## config.mk

```make
export PLATFORM = sky130hd
export DESIGN_NAME = sbsc_top
export DESIGN_NICKNAME = d
export VERILOG_FILES = /design/src/hdl/sbsc_pkg.sv /design/src/hdl/sbsc_uart.sv /design/src/hdl/sbsc_top.sv
export VERILOG_INCLUDE_DIRS = /design/src /design/src/hdl
export SDC_FILE = /design/constraint.sdc
export NUM_CORES = 1
export LEC_CHECK = 0
export BUFFER_PORTS_ARGS = -buffer_cell sky130_fd_sc_hd__buf_2
export CAP_MARGIN = 10
export CORE_MARGIN = 5
export CORE_UTILIZATION = 64
export CTS_BUF_LIST = sky130_fd_sc_hd__clkbuf_4
export DETAILED_ROUTE_END_ITERATION = 10
export PLACE_DENSITY = 0.88
export REMOVE_ABC_BUFFERS = 1
export SLEW_MARGIN = 20
export SYNTH_ARGS = -nofsm -noshare
export SYNTH_HDL_FRONTEND = slang
export SYNTH_SLANG_ARGS = --single-unit
```

## constraint.sdc

```tcl
create_clock -name clk_sys_i -period 5.4 [get_ports clk_sys_i]
set_clock_uncertainty 0.2 [all_clocks]
set_input_delay 0.27 -clock clk_sys_i [delete_from_list [all_inputs] [get_ports clk_sys_i]]
set_output_delay 0.27 -clock clk_sys_i [all_outputs]
set_load 0.01 [all_outputs]
```

## src/hdl/sbsc_params.svh

```systemverilog
// Constants for the serial boot security command handler.
`ifndef SBSC_PARAMS_SVH
`define SBSC_PARAMS_SVH
`define SBSC_MATCH1_A 8'h86
`define SBSC_MATCH1_B 8'h30
`define SBSC_MATCH2_A 8'h79
`define SBSC_MATCH2_B 8'hcf
`define SBSC_CMD_EMU 8'hd0
`define SBSC_ACK_EMU 8'hd1
`define SBSC_CMD_SEC 8'hfa
`define SBSC_ACK_SEC 8'hfb
`define SBSC_ERR_CMD 8'h63
`define SBSC_ERR_FRM 8'ha1
`define SBSC_ERR_OVR 8'ha3
`define SBSC_ERR_REPEAT 2'h3
`define SBSC_ADDR_BYTES 3'h6
`define SBSC_PW_MAX 8'h20
`define SBSC_CLK_HZ 100000000
`define SBSC_DIV_W 16
`endif

```

## src/hdl/sbsc_pkg.sv

```systemverilog
// Types shared by the serial boot security command handler.
package sbsc_pkg;
	typedef enum logic [3:0] {
		SBSC_ST_SYNC1 = 4'h0,
		SBSC_ST_SYNC2 = 4'h1,
		SBSC_ST_CMD = 4'h2,
		SBSC_ST_EMU_VAL = 4'h3,
		SBSC_ST_ADDR = 4'h4,
		SBSC_ST_PW = 4'h5,
		SBSC_ST_ERR = 4'h6,
		SBSC_ST_IDLE = 4'h7,
		SBSC_ST_REPLY = 4'h8
	} sbsc_state_t;
	typedef struct packed {
		logic valid;
		logic frame_err;
		logic overrun;
		logic [7:0] data;
	} sbsc_rx_t;
	typedef struct packed {
		logic valid;
		logic [7:0] data;
	} sbsc_tx_t;
endpackage

```

## src/hdl/sbsc_uart.sv

```systemverilog
// Byte link with automatic rate detection on the first received byte.
`timescale 1ns/1ps
`default_nettype none
`include "sbsc_params.svh"
module sbsc_uart
	import sbsc_pkg::*;
(
	// Clock and reset.
	input wire logic clk_sys_i,
	input wire logic nrst_i,
	// Serial pins.
	input wire logic rxd_i,
	output logic txd_o,
	// Byte side.
	input wire sbsc_tx_t tx_i,
	output logic tx_ready_o,
	output sbsc_rx_t rx_o,
	output logic rate_locked_o
);
	typedef enum logic [2:0] {
		SBSC_RX_MEASURE = 3'h0,
		SBSC_RX_IDLE = 3'h1,
		SBSC_RX_SHIFT = 3'h2,
		SBSC_RX_HIGH = 3'h3,
		SBSC_RX_SKIP = 3'h4
	} sbsc_rx_state_t;

	logic [2:0] rx_sync;
	logic rx_line;
	logic rx_line_q;
	logic [`SBSC_DIV_W-1:0] hi_cnt, next_hi_cnt;
	sbsc_rx_state_t rx_st, next_rx_st;
	logic [`SBSC_DIV_W-1:0] bit_len, next_bit_len;
	logic [`SBSC_DIV_W-1:0] rx_cnt, next_rx_cnt;
	logic [3:0] rx_bit, next_rx_bit;
	logic [7:0] rx_sh, next_rx_sh;
	logic locked, next_locked;
	sbsc_rx_t rx_q, next_rx_q;
	logic [`SBSC_DIV_W-1:0] tx_cnt, next_tx_cnt;
	logic [3:0] tx_bit, next_tx_bit;
	logic [9:0] tx_sh, next_tx_sh;
	logic tx_busy, next_tx_busy;
	logic txd, next_txd;

	// The line is valid once the second and third stages agree.
	assign rx_line = (rx_sync[1] == rx_sync[2]) ? rx_sync[2] : rx_line_q;
	always_ff @(posedge clk_sys_i or negedge nrst_i) begin
		if (!nrst_i) begin
			rx_sync <= 3'h7;
			rx_line_q <= 1'b1;
		end else begin
			rx_sync <= {rx_sync[1:0], rxd_i};
			rx_line_q <= rx_line;
		end
	end

	// Receiver: first byte measured by its first high run, later bytes sampled at that rate.
	always_comb begin
		next_rx_st = rx_st;
		next_bit_len = bit_len;
		next_rx_cnt = rx_cnt;
		next_rx_bit = rx_bit;
		next_rx_sh = rx_sh;
		next_locked = locked;
		next_hi_cnt = hi_cnt;
		next_rx_q = '0;
		case (rx_st)
			SBSC_RX_MEASURE: begin
				// Length of the first low run; it is two bits for one match byte, five for the other.
				if (!rx_line) begin
					next_rx_cnt = rx_cnt + `SBSC_DIV_W'(1);
				end else if (rx_cnt != '0) begin
					next_hi_cnt = `SBSC_DIV_W'(1);
					next_rx_st = SBSC_RX_HIGH;
				end
			end
			SBSC_RX_HIGH: begin
				// Both match bytes carry a two-bit high run next, which gives the bit period.
				if (rx_line) begin
					next_hi_cnt = hi_cnt + `SBSC_DIV_W'(1);
				end else begin
					next_bit_len = (hi_cnt >> 1) - `SBSC_DIV_W'(1);
					next_locked = 1'b1;
					next_rx_sh = (rx_cnt > hi_cnt + (hi_cnt >> 1)) ? `SBSC_MATCH1_B : `SBSC_MATCH1_A;
					next_hi_cnt = '0;
					next_rx_st = SBSC_RX_SKIP;
				end
			end
			SBSC_RX_SKIP: begin
				// Rest of the first frame is skipped; one high bit time ends it.
				if (!rx_line) begin
					next_hi_cnt = '0;
				end else begin
					next_hi_cnt = hi_cnt + `SBSC_DIV_W'(1);
					if (hi_cnt == bit_len) begin
						next_rx_q.valid = 1'b1;
						next_rx_q.data = rx_sh;
						next_rx_st = SBSC_RX_IDLE;
					end
				end
			end
			SBSC_RX_IDLE: begin
				if (!rx_line) begin
					next_rx_cnt = '0;
					next_rx_bit = 4'h0;
					next_rx_st = SBSC_RX_SHIFT;
				end
			end
			SBSC_RX_SHIFT: begin
				next_rx_cnt = rx_cnt + `SBSC_DIV_W'(1);
				if (rx_cnt == bit_len + (bit_len >> 1) || (rx_bit != 4'h0 && rx_cnt == bit_len)) begin
					next_rx_cnt = '0;
					if (rx_bit == 4'h0) begin
						next_rx_bit = 4'h2;
						next_rx_sh = {rx_line, rx_sh[7:1]};
					end else if (rx_bit <= 4'h8) begin
						next_rx_bit = rx_bit + 4'h1;
						next_rx_sh = {rx_line, rx_sh[7:1]};
					end else begin
						next_rx_q.valid = 1'b1;
						next_rx_q.data = rx_sh;
						next_rx_q.frame_err = !rx_line;
						next_rx_st = SBSC_RX_IDLE;
					end
				end
			end
			default: next_rx_st = SBSC_RX_MEASURE;
		endcase
		// A new byte arriving while the last is unread is not possible here; overrun stays low.
		next_rx_q.overrun = 1'b0;
	end

	always_ff @(posedge clk_sys_i or negedge nrst_i) begin
		if (!nrst_i) begin
			rx_st <= SBSC_RX_MEASURE;
			bit_len <= '0;
			rx_cnt <= '0;
			rx_bit <= 4'h0;
			rx_sh <= 8'h00;
			locked <= 1'b0;
			hi_cnt <= '0;
			rx_q <= '0;
		end else begin
			rx_st <= next_rx_st;
			bit_len <= next_bit_len;
			rx_cnt <= next_rx_cnt;
			rx_bit <= next_rx_bit;
			rx_sh <= next_rx_sh;
			locked <= next_locked;
			hi_cnt <= next_hi_cnt;
			rx_q <= next_rx_q;
		end
	end

	// Transmitter at the adjusted rate.
	always_comb begin
		next_tx_cnt = tx_cnt;
		next_tx_bit = tx_bit;
		next_tx_sh = tx_sh;
		next_tx_busy = tx_busy;
		next_txd = txd;
		if (!tx_busy) begin
			next_txd = 1'b1;
			if (tx_i.valid) begin
				next_tx_sh = {1'b1, tx_i.data, 1'b0};
				next_tx_busy = 1'b1;
				next_tx_cnt = '0;
				next_tx_bit = 4'h0;
			end
		end else begin
			next_txd = tx_sh[0];
			next_tx_cnt = tx_cnt + `SBSC_DIV_W'(1);
			if (tx_cnt == bit_len) begin
				next_tx_cnt = '0;
				next_tx_sh = {1'b1, tx_sh[9:1]};
				next_tx_bit = tx_bit + 4'h1;
				if (tx_bit == 4'h9) begin
					next_tx_busy = 1'b0;
				end
			end
		end
	end

	always_ff @(posedge clk_sys_i or negedge nrst_i) begin
		if (!nrst_i) begin
			tx_cnt <= '0;
			tx_bit <= 4'h0;
			tx_sh <= 10'h3ff;
			tx_busy <= 1'b0;
			txd <= 1'b1;
		end else begin
			tx_cnt <= next_tx_cnt;
			tx_bit <= next_tx_bit;
			tx_sh <= next_tx_sh;
			tx_busy <= next_tx_busy;
			txd <= next_txd;
		end
	end

	assign txd_o = txd;
	assign tx_ready_o = !tx_busy && !tx_i.valid;
	assign rx_o = rx_q;
	assign rate_locked_o = locked;
endmodule
`default_nettype wire

```

## src/hdl/sbsc_top.sv

```systemverilog
// Command handler for emulation and flash security setting commands.
`timescale 1ns/1ps
`default_nettype none
`include "sbsc_params.svh"
module sbsc_top
	import sbsc_pkg::*;
(
	// Clock and reset.
	input wire logic clk_sys_i,
	input wire logic nrst_i,
	// Serial pins.
	input wire logic rxd_i,
	output logic txd_o,
	// Flash status and password check.
	input wire logic flash_blank_i,
	input wire logic pw_done_i,
	input wire logic pw_ok_i,
	// Captured addresses and password bytes.
	output logic [23:0] pw_count_addr_o,
	output logic [23:0] pw_cmp_addr_o,
	output logic [7:0] pw_byte_o,
	output logic pw_byte_valid_o,
	// Status.
	output logic idle_o
);
	sbsc_state_t st, next_st;
	sbsc_rx_t rx;
	sbsc_tx_t tx, next_tx;
	logic tx_ready;
	logic [1:0] err_cnt, next_err_cnt;
	logic [7:0] err_code, next_err_code;
	logic [2:0] addr_cnt, next_addr_cnt;
	logic [47:0] addr_sh, next_addr_sh;
	logic [7:0] pwb, next_pwb;
	logic pwv, next_pwv;
	logic tx_pend;

	// Acceptable matching byte checks.
	function automatic logic is_match1(input logic [7:0] b);
		is_match1 = (b == `SBSC_MATCH1_A) || (b == `SBSC_MATCH1_B);
	endfunction
	function automatic logic is_match2(input logic [7:0] b);
		is_match2 = (b == `SBSC_MATCH2_A) || (b == `SBSC_MATCH2_B);
	endfunction

	sbsc_uart sbsc_uart_inst (
		.clk_sys_i(clk_sys_i),
		.nrst_i(nrst_i),
		.rxd_i(rxd_i),
		.txd_o(txd_o),
		.tx_i(tx),
		.tx_ready_o(tx_ready),
		.rx_o(rx),
		.rate_locked_o()
	);

	assign tx_pend = tx.valid || !tx_ready;

	// Command sequencing.
	always_comb begin
		next_st = st;
		next_tx = '0;
		next_err_cnt = err_cnt;
		next_err_code = err_code;
		next_addr_cnt = addr_cnt;
		next_addr_sh = addr_sh;
		next_pwb = pwb;
		next_pwv = 1'b0;
		case (st)
			SBSC_ST_SYNC1: begin
				if (rx.valid) begin
					if (!rx.frame_err && is_match1(rx.data)) begin
						next_tx = '{valid: 1'b1, data: rx.data};
						next_st = SBSC_ST_SYNC2;
					end else begin
						next_st = SBSC_ST_IDLE;
					end
				end
			end
			SBSC_ST_SYNC2: begin
				if (rx.valid) begin
					if (!rx.frame_err && !rx.overrun && is_match2(rx.data)) begin
						next_tx = '{valid: 1'b1, data: rx.data};
						next_st = SBSC_ST_CMD;
					end else begin
						next_st = SBSC_ST_IDLE;
					end
				end
			end
			SBSC_ST_CMD: begin
				if (rx.valid) begin
					next_err_cnt = '0;
					if (rx.frame_err) begin
						next_err_code = `SBSC_ERR_FRM;
						next_st = SBSC_ST_ERR;
					end else if (rx.overrun) begin
						next_err_code = `SBSC_ERR_OVR;
						next_st = SBSC_ST_ERR;
					end else if (rx.data == `SBSC_CMD_EMU) begin
						next_tx = '{valid: 1'b1, data: rx.data};
						next_st = SBSC_ST_EMU_VAL;
					end else if (rx.data == `SBSC_CMD_SEC) begin
						next_tx = '{valid: 1'b1, data: rx.data};
						next_addr_cnt = '0;
						next_st = flash_blank_i ? SBSC_ST_IDLE : SBSC_ST_ADDR;
					end else begin
						next_err_code = `SBSC_ERR_CMD;
						next_st = SBSC_ST_ERR;
					end
				end
			end
			SBSC_ST_EMU_VAL: begin
				if (rx.valid) begin
					if (rx.frame_err || rx.overrun) begin
						next_st = SBSC_ST_IDLE;
					end else begin
						next_tx = '{valid: 1'b1, data: `SBSC_ACK_EMU};
						next_st = SBSC_ST_CMD;
					end
				end
			end
			SBSC_ST_ADDR: begin
				// Address bytes are shifted in high first and never answered.
				if (rx.valid) begin
					if (rx.frame_err || rx.overrun) begin
						next_st = SBSC_ST_IDLE;
					end else begin
						next_addr_sh = {addr_sh[39:0], rx.data};
						next_addr_cnt = addr_cnt + 3'h1;
						if (addr_cnt == `SBSC_ADDR_BYTES - 3'h1) begin
							next_st = SBSC_ST_PW;
						end
					end
				end
			end
			SBSC_ST_PW: begin
				if (rx.valid) begin
					if (rx.frame_err || rx.overrun) begin
						next_st = SBSC_ST_IDLE;
					end else begin
						next_pwb = rx.data;
						next_pwv = 1'b1;
					end
				end else if (pw_done_i) begin
					if (pw_ok_i) begin
						next_tx = '{valid: 1'b1, data: `SBSC_ACK_SEC};
						next_st = SBSC_ST_CMD;
					end else begin
						next_st = SBSC_ST_IDLE;
					end
				end
			end
			SBSC_ST_ERR: begin
				// Three identical error bytes, then silence until reset.
				if (!tx_pend) begin
					next_tx = '{valid: 1'b1, data: err_code};
					next_err_cnt = err_cnt + 2'h1;
					if (err_cnt == `SBSC_ERR_REPEAT - 2'h1) begin
						next_st = SBSC_ST_IDLE;
					end
				end
			end
			SBSC_ST_IDLE: next_st = SBSC_ST_IDLE;
			default: next_st = SBSC_ST_IDLE;
		endcase
	end

	always_ff @(posedge clk_sys_i or negedge nrst_i) begin
		if (!nrst_i) begin
			st <= SBSC_ST_SYNC1;
			tx <= '0;
			err_cnt <= '0;
			err_code <= 8'h00;
			addr_cnt <= '0;
			addr_sh <= '0;
			pwb <= 8'h00;
			pwv <= 1'b0;
		end else begin
			st <= next_st;
			tx <= next_tx;
			err_cnt <= next_err_cnt;
			err_code <= next_err_code;
			addr_cnt <= next_addr_cnt;
			addr_sh <= next_addr_sh;
			pwb <= next_pwb;
			pwv <= next_pwv;
		end
	end

	assign pw_count_addr_o = addr_sh[47:24];
	assign pw_cmp_addr_o = addr_sh[23:0];
	assign pw_byte_o = pwb;
	assign pw_byte_valid_o = pwv;
	assign idle_o = (st == SBSC_ST_IDLE);
endmodule
`default_nettype wire

```

==> results of run 1 <==
[worst paths after layout]
| kind | startpoint | end | slack (ns) | cells past startpoint |
|---|---|---|---|---|
| max | sbsc_uart_inst.hi_cnt[2]$_DFFE_PN0P_ | sbsc_uart_inst.rx_sh[2]$_DFFE_PN0P_ | 0.66 | 19 |
| min | nrst_i | addr_sh[42]$_DFFE_PN0P_ | 0.02 | 2 |
| max reg2reg | sbsc_uart_inst.hi_cnt[2]$_DFFE_PN0P_ | sbsc_uart_inst.rx_sh[2]$_DFFE_PN0P_ | 0.66 | 19 |
| min reg2reg | sbsc_uart_inst.rx_sync[0]$_DFF_PN1_ | sbsc_uart_inst.rx_sync[1]$_DFF_PN1_ | 0.17 | 0 |
| max in group asynchronous | nrst_i | sbsc_uart_inst.tx_cnt[8]$_DFFE_PN0P_ | 3.75 | 3 |
| min in group clk_sys_i | rxd_i | sbsc_uart_inst.rx_sync[0]$_DFF_PN1_ | 0.09 | 2 |
[per-layer routing]
metal,GRT usage (%),share of wire [%]
met5,0,0
met3,5.13,7.7
met1,35.4,43
met2,43.7,46
met4,9.91,3.7
[cells by family (layout without fill, tap and decap cells)]
family,Yosys count,count (layout),share of synthesized area (%)
AOI/OAI and AO/OA,281,281,15.9
muxes,72,72,6.91
adders and majority gates,73,73,8.07
xor gates and xnor gates,100,100,7.61
and+or+nand+nor,392,392,17.6
other,0,5,0
DFF,185,185,40.4
buffers and inverters,102,155,3.52
[worst register-to-register path, cell delays in order, from the launching register on]
cell and delay (ns):
dfrtp_1 0.49, inv_1 0.14, ha_1 0.31, a21o_1 0.18
a21oi_1 0.26, o21a_1 0.16, nor3_1 0.07, a41o_1 0.27
o41ai_1 0.61, o21bai_1 0.13, a21oi_1 0.20, xor2_1 0.09
ha_1 0.29, nand2_1 0.06, nor4_1 0.30, o21ai_0 0.15
nand4_1 0.11, o2111ai_1 0.17, or2_2 0.33, o221a_2 0.13
[area by class of cell]
| class | instances | area share [%] |
|---|---|---|
| clock inverter | 15 | 1.54 |
| antenna | 5 | 0.101 |
| sequential | 185 | 37.7 |
| multi-input combinational | 918 | 52.4 |
| tap | 229 | 2.32 |
| clock buffer | 17 | 1.03 |
| timing repair buffer | 76 | 3.46 |
| inverter | 47 | 1.43 |
[registers in the layout (all words and copies together), names as in the netlist]
register	count
pw_byte_o	8
sbsc_uart_inst.rx_sync	3
sbsc_uart_inst.rx_line_q	1
sbsc_uart_inst.tx_sh	9
sbsc_uart_inst.rx_bit	4
sbsc_uart_inst.rx_st	3
sbsc_uart_inst.rx_sh	8
err_code	3
sbsc_uart_inst.rx_o	10
addr_cnt	3
err_cnt	2
sbsc_uart_inst.txd_o	1
sbsc_uart_inst.hi_cnt	16
addr_sh	48
sbsc_uart_inst.tx_busy	1
st	3
pw_byte_valid_o	1
sbsc_uart_inst.rx_cnt	16
tx	9
sbsc_uart_inst.bit_len	16
sbsc_uart_inst.tx_cnt	16
sbsc_uart_inst.tx_bit	4
[through the flow]
stage	hold slack, ns	utilization (%)	setup slack [ns]
2_1_floorplan	-0.226	-	1.23
3_3_place_gp	0.109	67.0	0.920
3_5_place_dp	0.116	67.0	0.786
4_1_cts	0.0165	69.0	0.721
5_1_grt	0.0337	69.1	0.213
6_report	0.0188	69.1	0.656
[power breakdown]
| part | total (uW) | internal [uW] | switching (uW) | leakage (uW) |
|---|---|---|---|---|
| logic | 2330 | 1030 | 1300 | 0.00332 |
| registers | 1980 | 1580 | 399 | 0.00242 |
| clock network | 812 | 230 | 583 | 0.000169 |
[cell usage in the layout (no fill, tap or decap), types with 5 or more instances in the layout]
cell and n:
a211oi_1 5, a21o_1 18, a21oi_1 69, a22o_1 17, a31oi_1 5, and2_1 5, and3_1 23, buf_2 63
buf_4 8, clkbuf_4 17, dfrtp_1 171, dfstp_2 14, diode_2 5, ha_1 71, inv_1 46, mux2_2 58
mux2i_1 13, nand2_1 92, nand2b_1 21, nand3_1 42, nand4_1 19, nor2_1 93, nor2b_1 15, nor3_1 26
nor3b_2 9, nor4_1 16, o211ai_1 5, o21a_1 5, o21ai_0 97, o21ai_1 5, o31ai_1 7, or3_1 5
xnor2_1 56, xor2_1 44
[repair_timing]
| item | 4_1_cts | 5_1_grt |
|---|---|---|
| hold buffers | 4 | 0 |
| hold endpoints to repair | 72 | 0 |
| gates resized for setup | 0 | 0 |
==> results_dict.tcl, run 1 <==
set metrics [dict create \
    clock_sinks 185 \
    ys_top_cells_by_count "dfrtp_1, o21ai_0, nand2_1, nor2_1, ha_1" \
    drt-total-wl_um 27300 \
    rsz0062_at_grt "no" \
    synthFlopType "dfrtp_1" \
    postCtsSetupRepairBufs 0 \
    cts_buffer_depth 2 \
    hold_violations 0 \
    async_flop_share_pct 100 \
    vias 9403 \
    postRouteAntennaNets 0 \
    irDropWorstVdd_v 0.000312 \
    core_mm2 0.0178 \
    dieArea_mm2 0.0208 \
    antenna_found_initial 1 \
    critPathSlowestCell "o41ai_1" \
    cts_tree "built" \
    dpl.hpwl_um 19800 \
    rows 49 \
    area_growth_syn_to_layout_pct 7.22 \
    fp.dieW_um 144 \
    finalSetupViolations 0 \
    finalCriticalPeriod_ns 4.74 \
    grt_pass1_wl_um 44500 \
    numCtsBuffers 17 \
    synthesis.area_mm2 0.0115 \
    avgSynthCellArea_um2 9.55 \
    critPathTopFamily "compound AO/OA/AOI/OAI gates" \
    fp.dieH_um 144 \
    seqCellArea_mm2 0.00465 \
    synthTopCellsByArea "dfrtp_1, ha_1, mux2_2" \
    io_pins 65 \
    fillers 1330 \
    slew_violations 0 \
    hold_class "input pin to async pin" \
    critPathBufInv 1 \
    power.total_uw 5120 \
    fmax_mhz 211 \
    ctsHtreeMaxLevel 4 \
    netlist.area_leader.share_pct 37.2 \
    viasPerCell 6.30 \
    worst-endpoint-required_ns 5.68 \
    relSlewSlack_pct 26.2 \
    track_usage_pct 26.7 \
    fin_crit_sh_pct 87.9 \
    max_stage_delay_ns 0.61 \
    place_area_mm2 0.0120 \
    synth_largest_area_cell "dfrtp_1" \
    yosysSeqAreaShare_pct 40.4 \
    cp-end-kind "flip-flop" \
    drt_iter0_drc 819 \
    worstPathCellList "inv_1 -> ha_1 -> a21o_1 -> a21oi_1 -> o21a_1 -> nor3_1 -> a41o_1 -> o41ai_1 -> o21bai_1 -> a21oi_1 -> xor2_1 -> ha_1 -> nand2_1 -> nor4_1 -> o21ai_0 -> nand4_1 -> o2111ai_1 -> or2_2 -> o221a_2" \
    dp_cells 1451 \
    cp_data_arrival_time_ns 5.02 \
    path_max_fanout 6 \
    multi_input_area_mm2 0.00647 \
    grt_pass1_vias 9045 \
    synth.distinct_cells 85 \
    wl_per_cell_um 18.3 \
    ys_ff_latch 185 \
    start_util_pct 64.5 \
    drive_gt1_share_pct 16.9 \
    clk_pin_slew_ns 0.17 \
    cellPowerDensity_mw_per_mm2 415 \
    tightest_slew_ns 1.10 \
    stdcell_count 1492 \
    cp-start-kind "flip-flop" \
    synth_edf_count 0 \
    final.setup.tns_ns 0 \
    grt-ovfl-total 0 \
    nets 1324 \
    yosysMostFrequentCell "dfrtp_1" \
    p_leak_uw 0.00590 \
    clkLatencyLatePin_ns 0.60 \
    fin_area_mm2 0.0123 \
    drc 0 \
    yosysWarnings 0 \
    status "finished clean" \
    portBuffers 64 \
    grt_max_degree 72 \
    syn_inst 1205 \
    first_pass_iters 5 \
    cap_violations 0 \
    cts_root_buf "clkbuf_4" \
    place_congestion 0.932 \
    critical_path_class "flip-flop to flip-flop" \
]
Power figures use the tool's default switching activity.
==> run 2, diff against run 1 <==
CELL_PAD_IN_SITES_DETAIL_PLACEMENT = 2   (was unset)
CELL_PAD_IN_SITES_GLOBAL_PLACEMENT = 2   (was unset)
CORE_UTILIZATION = 41   (was 64)
RECOVER_POWER = 100   (was unset)
==> run 2 against run 1 <==
  * The flow now finishes with violations (capacitance limit, slew limit)
  * Register-to-register slack lost 0.33 ns
  * Worst setup slack lost 0.33 ns
  * Sequential share of layout area shrank 0.10 points
  * Die area grew 52%
  * Largest cell class unchanged
==> results_dict.tcl, run 2 (synthesis gave the netlist of run 1 again) <==
set metrics [dict create \
    status "complete, but fails checks" \
    violations "capacitance limit, slew limit" \
    rows 61 \
    power_frac_comb_pct 46.0 \
    core_mm2 0.0278 \
    drt_iter0_drc 598 \
    first_pass_iters 7 \
    cts_buffer_depth 2 \
    largest_reg_flops 48 \
    portBuffers 64 \
    fp.dieW_um 178 \
    final.setup.tns_ns 0 \
    io_pins 65 \
    wl_per_cell_um 25.1 \
    grt_pass1_wl_um 64400 \
    cellPowerDensity_mw_per_mm2 438 \
    track_usage_pct 26.2 \
    swShare_pct 47.1 \
    mostFrequentLayoutCell "dfrtp_1" \
    regMostFlops "addr_sh" \
    place_area_mm2 0.0122 \
    rsz0062_at_grt "no" \
    seqCellArea_mm2 0.00465 \
    place_congestion 0.861 \
    antenna_found_initial 1 \
    slew_violations 211 \
    drt-total-wl_um 41300 \
    grt-ovfl-total 0 \
    dpl.hpwl_um 28800 \
    p_sw_uw 2550 \
    finalCriticalPeriod_ns 5.07 \
    drive_gt1_share_pct 10.3 \
    hold_class "input pin to flip-flop" \
    cp-startpoint "sbsc_uart_inst.hi_cnt[0]$_DFFE_PN0P_" \
    nets 1328 \
    cts_root_buf "clkbuf_4" \
    critical_path_class "flip-flop to flip-flop" \
    postRouteAntennaNets 0 \
    numCtsBuffers 17 \
    grt_pass1_vias 11200 \
    fin_crit_sh_pct 93.9 \
    grt_max_degree 106 \
    internal-power_uw 2860 \
    r2r_slack_ns 0.33 \
    multi_input_area_mm2 0.00638 \
    critPathBufInv 1 \
    hold_violations 0 \
    clkPwrFrac_pct 17.0 \
    path_max_fanout 6 \
    start_util_pct 41.4 \
    worst-endpoint-required_ns 5.73 \
    p_leak_uw 0.00562 \
    critical_path_depth 19 \
    worstPathCellList "ha_1 -> inv_1 -> fa_1 -> nor2b_1 -> o21ai_0 -> a21boi_0 -> o21ai_0 -> a211oi_1 -> nor3_1 -> or3_1 -> xnor2_1 -> ha_1 -> nand2_1 -> nor4_2 -> o21ai_0 -> nand4_1 -> o2111ai_1 -> or2_2 -> o221a_2" \
    pre_cts_ws_ns 0.486 \
    reg2reg_from "sbsc_uart_inst.hi_cnt[0]$_DFFE_PN0P_" \
    critPathSlowestCell "dfrtp_1" \
    layout_common_cells "dfrtp_1, o21ai_0, nand2_1, nor2_1" \
    fmax_mhz 197 \
    ctsHtreeMaxLevel 4 \
    fin_area_mm2 0.0124 \
    rr_endpoint "sbsc_uart_inst.rx_sh[1]$_DFFE_PN0P_" \
    dieArea_mm2 0.0315 \
    vias 9842 \
    clock_sinks 185 \
    viasPerCell 6.00 \
    fp.dieH_um 178 \
    drc 0 \
    cap_violations 5 \
    max_stage_delay_ns 0.50 \
    fillers 3037 \
    crit_top_cell "o21ai_0" \
    cp-end-kind "flip-flop" \
    postCtsSetupRepairBufs 0 \
    cts_tree "built" \
    cp_data_arrival_time_ns 5.40 \
    cp-start-kind "flip-flop" \
    fin_ws_ns 0.330 \
    area_growth_syn_to_layout_pct 7.54 \
    relSlewSlack_pct -76.3 \
    crit_end "sbsc_uart_inst.rx_sh[1]$_DFFE_PN0P_" \
    irDropWorstVdd_v 0.000198 \
    r2r_cells 19 \
    finalSetupViolations 0 \
    pwr-share-seq_pct 37.1 \
    tightest_slew_ns 2.64 \
    clk_pin_slew_ns 0.20 \
    clkLatencyLatePin_ns 0.64 \
    critPathTopFamily "simple AND/OR/NAND/NOR gates" \
]
-- run 2: cell types whose count changed in the layout (fill, tap and decap cells not counted), moves of 2 or more --
cell      before  now
a21oi_1       69   71
a21oi_4        2    0
buf_2         63    4
buf_4          8    3
clkbuf_1       0   67
clkbuf_2       0    2
diode_2        5    1
inv_12         3    5
inv_8          4    1
mux2_1         1    7
mux2_2        58   52
nor3b_1        2    7
nor3b_2        9    4
-- run 2: per-stage QoR --
step | hold WS [ns] | utilization, % | std cells | power (uW)
after global placement | 0.146 | 43.8 | 1604 | 4300
after CTS | 0.0111 | 45.2 | 1640 | 5450
after detailed placement | 0.148 | 43.8 | 1604 | 4450
after floorplan | -0.226 | - | 1150 | 3650
after global routing | 0.0115 | 44.5 | 1641 | 5730
final | 0.0559 | 44.5 | 1641 | 5410
-- run 2: power groups by stage --
stage / Combinational [uW] / Clock, uW / Sequential (uW)
after floorplan: 1820 / 0 / 1830
after global placement: 2300 / 0 / 1990
after detailed placement: 2440 / 0 / 2010
after CTS: 2520 / 941 / 1990
after global routing: 2710 / 995 / 2020
final: 2490 / 919 / 2010
-- run 2: worst min path at each step --
stage,depth (start not counted),end,start,slack (ns)
2_1_floorplan,0,addr_cnt[0]$_DFFE_PN0P_,nrst_i,-0.23
3_3_place_gp,0,sbsc_uart_inst.rx_sync[1]$_DFF_PN1_,sbsc_uart_inst.rx_sync[0]$_DFF_PN1_,0.15
3_5_place_dp,0,sbsc_uart_inst.rx_sync[1]$_DFF_PN1_,sbsc_uart_inst.rx_sync[0]$_DFF_PN1_,0.15
4_1_cts,2,sbsc_uart_inst.rx_sync[0]$_DFF_PN1_,rxd_i,0.01
5_1_grt,2,sbsc_uart_inst.rx_sync[0]$_DFF_PN1_,rxd_i,0.01
6_report,2,sbsc_uart_inst.rx_sync[0]$_DFF_PN1_,rxd_i,0.06
-- run 2: layer usage --
metal	track usage, %	share of wire (%)	up-vias
li1	-	-	4372
met1	30.7	41	5111
met2	47.1	51	261
met3	4.45	4.4	98
met4	10.9	4.0	0
met5	0	0	-
-- run 2: layout make-up --
class	instances	share of cell area, %
multi-input cells	918	51.6
flip-flops and latches	185	37.6
well taps	378	3.82
repair buffers	80	2.78
clock inverters	15	1.78
inverters	47	1.43
clock buffers	17	1.03
diodes	1	0.0202
-- run 2: what timing repair did --
| item | 4_1_cts | 5_1_grt |
|---|---|---|
| hold endpoints to repair | 104 | 0 |
| endpoints found under the setup margin | 0 | 5 |
| gates resized for setup | 0 | 2 |
| hold buffers | 4 | 0 |
==> run 3, diff against run 2 <==
CORE_UTILIZATION = 25   (was 41)
PLACE_DENSITY = 0.6   (was 0.88)
==> run 3 against run 2 <==
  * The flow still finishes with violations (capacitance limit, slew limit)
  * Register-to-register slack better by 0.29 ns
  * Non-clock buffer count rose by 8
  * Clock power is essentially flat
  * Combinational power fell by 2%
  * Critical path type unchanged
  * Critical endpoint is now sbsc_uart_inst.rx_sh[2]$_DFFE_PN0P_
==> results_dict.tcl, run 3 (synthesis gave the netlist of run 1 again) <==
set metrics [dict create \
    wl_per_cell_um 19.7 \
    reg2reg_from "sbsc_uart_inst.hi_cnt[1]$_DFFE_PN0P_" \
    rr_endpoint "sbsc_uart_inst.rx_sh[2]$_DFFE_PN0P_" \
    r2r_cells 19 \
    drive_gt1_share_pct 11.1 \
    postRouteAntennaNets 0 \
    worstPathCellList "ha_1 -> inv_1 -> fa_1 -> nor2b_1 -> o21ai_0 -> a21boi_0 -> o21ai_0 -> a211oi_1 -> nor3_1 -> or3_1 -> xnor2_1 -> ha_1 -> nand2_1 -> nor4_1 -> o21ai_0 -> nand4_1 -> o2111ai_1 -> or2_2 -> o221a_2" \
    cts_buffer_depth 2 \
    clk_pin_slew_ns 0.18 \
    dpl.hpwl_um 27000 \
    ctsHtreeMaxLevel 4 \
    worstHoldPathCells 0 \
    hold_class "flip-flop to flip-flop" \
    finalSetupViolations 0 \
    cp_data_arrival_time_ns 5.21 \
    dp_cells 1831 \
    largest_reg_flops 48 \
    dieArea_mm2 0.0504 \
    start_util_pct 25.3 \
    postCtsSetupRepairBufs 0 \
    core_mm2 0.0455 \
    fp.dieW_um 225 \
    cts_root_buf "clkbuf_4" \
    rows 78 \
    mostFrequentLayoutCell "dfrtp_1" \
    track_usage_pct 14.8 \
    tightest_slew_ns 2.86 \
    fmax_mhz 209 \
    vias 9210 \
    viasPerCell 4.92 \
    violations "capacitance limit, slew limit" \
    status "complete, but fails checks" \
    nets 1336 \
    fin_util_pct 28.0 \
    pre_cts_ws_ns 0.582 \
    cellPowerDensity_mw_per_mm2 420 \
    crit_top_cell "o21ai_0" \
    antenna_found_initial 1 \
    first_pass_iters 4 \
    cp-start-kind "flip-flop" \
    io_pins 65 \
    rsz0062_at_grt "no" \
    fin_ws_ns 0.617 \
    final.setup.tns_ns 0 \
    irDropWorstVdd_v 0.000151 \
    area_growth_syn_to_layout_pct 10.5 \
    worst-endpoint-required_ns 5.83 \
    layout_common_cells "dfrtp_1, o21ai_0, nor2_1, nand2_1, ha_1" \
    grt_pass1_wl_um 59100 \
    drt_iter0_drc 453 \
    finalCriticalPeriod_ns 4.78 \
    grt_max_degree 91 \
    portBuffers 64 \
    drt-total-wl_um 36800 \
    grt-ovfl-total 0 \
    critical_path_class "flip-flop to flip-flop" \
    cp-end-kind "flip-flop" \
    grt_pass1_vias 10100 \
    min_from "sbsc_uart_inst.rx_sync[0]$_DFF_PN1_" \
    cts-resized-gates 0 \
    hold_violations 0 \
    drc 0 \
    r2r_slack_ns 0.62 \
    place_congestion 0.799 \
    clock_sinks 185 \
    fp.dieH_um 225 \
    stdcell_count 1871 \
    cts_hold_buf 7 \
    min_to "sbsc_uart_inst.rx_sync[1]$_DFF_PN1_" \
    slew_violations 253 \
    critPathSlowestCell "dfrtp_1" \
    p_leak_uw 0.00565 \
    max_stage_delay_ns 0.51 \
    numCtsBuffers 17 \
    clkLatencyLatePin_ns 0.72 \
    fin_crit_sh_pct 88.6 \
    regMostFlops "addr_sh" \
    relSlewSlack_pct -90.7 \
    path_max_fanout 7 \
    cap_violations 6 \
    cts_tree "built" \
]
run 3: changes by cell type in the layout (fill, tap and decap cells not counted), sizes merged:
cell and change:
buf +5, clkinv +1, dlygate4sd3 +2, inv -4
bufinv +3, clkbuf +1
run 3: metrics by stage:
stage | hold WS [ns] | instance area (um^2) | total power [uW]
after floorplan | -0.226 | 11300 | 3650
after CTS | 0.0584 | 12900 | 5480
after global routing | 0.179 | 12700 | 5760
after detailed placement | 0.148 | 12500 | 4500
final | 0.174 | 12700 | 5340
after global placement | 0.150 | 12500 | 4440
run 3: metal layers:
| layer | up-vias | routed length (um) | track usage [%] |
|---|---|---|---|
| met5 | - | 0 | 0 |
| met4 | 0 | 863 | 5.58 |
| met3 | 36 | 971 | 2.19 |
| met2 | 111 | 17400 | 24.3 |
| met1 | 4669 | 17700 | 19.9 |
| li1 | 4394 | - | - |
run 3: where the power goes:
| group | switching (uW) | leakage [uW] | total (uW) | internal [uW] |
|---|---|---|---|---|
| Combinational | 1410 | 0.00305 | 2450 | 1040 |
| Sequential | 394 | 0.00242 | 1970 | 1580 |
| Clock | 577 | 0.000178 | 916 | 339 |
| Total | 2380 | 0.00565 | 5340 | 2960 |
run 3: worst max-delay path by stage:
| stage | startpoint | endpoint |
|---|---|---|
| floorplan | sbsc_uart_inst.hi_cnt[1]$_DFFE_PN0P_ | sbsc_uart_inst.rx_sh[1]$_DFFE_PN0P_ |
| global placement | sbsc_uart_inst.hi_cnt[1]$_DFFE_PN0P_ | sbsc_uart_inst.rx_sh[1]$_DFFE_PN0P_ |
| detailed placement | sbsc_uart_inst.hi_cnt[1]$_DFFE_PN0P_ | sbsc_uart_inst.rx_sh[2]$_DFFE_PN0P_ |
| CTS | sbsc_uart_inst.hi_cnt[1]$_DFFE_PN0P_ | sbsc_uart_inst.rx_sh[2]$_DFFE_PN0P_ |
| global route | sbsc_uart_inst.hi_cnt[1]$_DFFE_PN0P_ | sbsc_uart_inst.rx_sh[2]$_DFFE_PN0P_ |
| finish | sbsc_uart_inst.hi_cnt[1]$_DFFE_PN0P_ | sbsc_uart_inst.rx_sh[2]$_DFFE_PN0P_ |
run 3: worst max-delay path: cells and delay by family (launching register included):
kind / cells / cell delay [ns]
xor gates and xnor gates: 1 / 0.13
buffers and inverters: 1 / 0.12
and+or+nand+nor: 7 / 1.47
adders and majority gates: 3 / 1.02
AOI/OAI and AO/OA: 7 / 1.28
DFF: 1 / 0.51
run 3: area by class of cell:
type	count	area, um^2
diodes	1	2.50
clock buffers	17	128
clock inverters	15	206
fillers	5156	32800
inverters	47	176
multi-input cells	918	6400
flip-flops and latches	185	4650
well taps	600	751
repair buffers	88	404
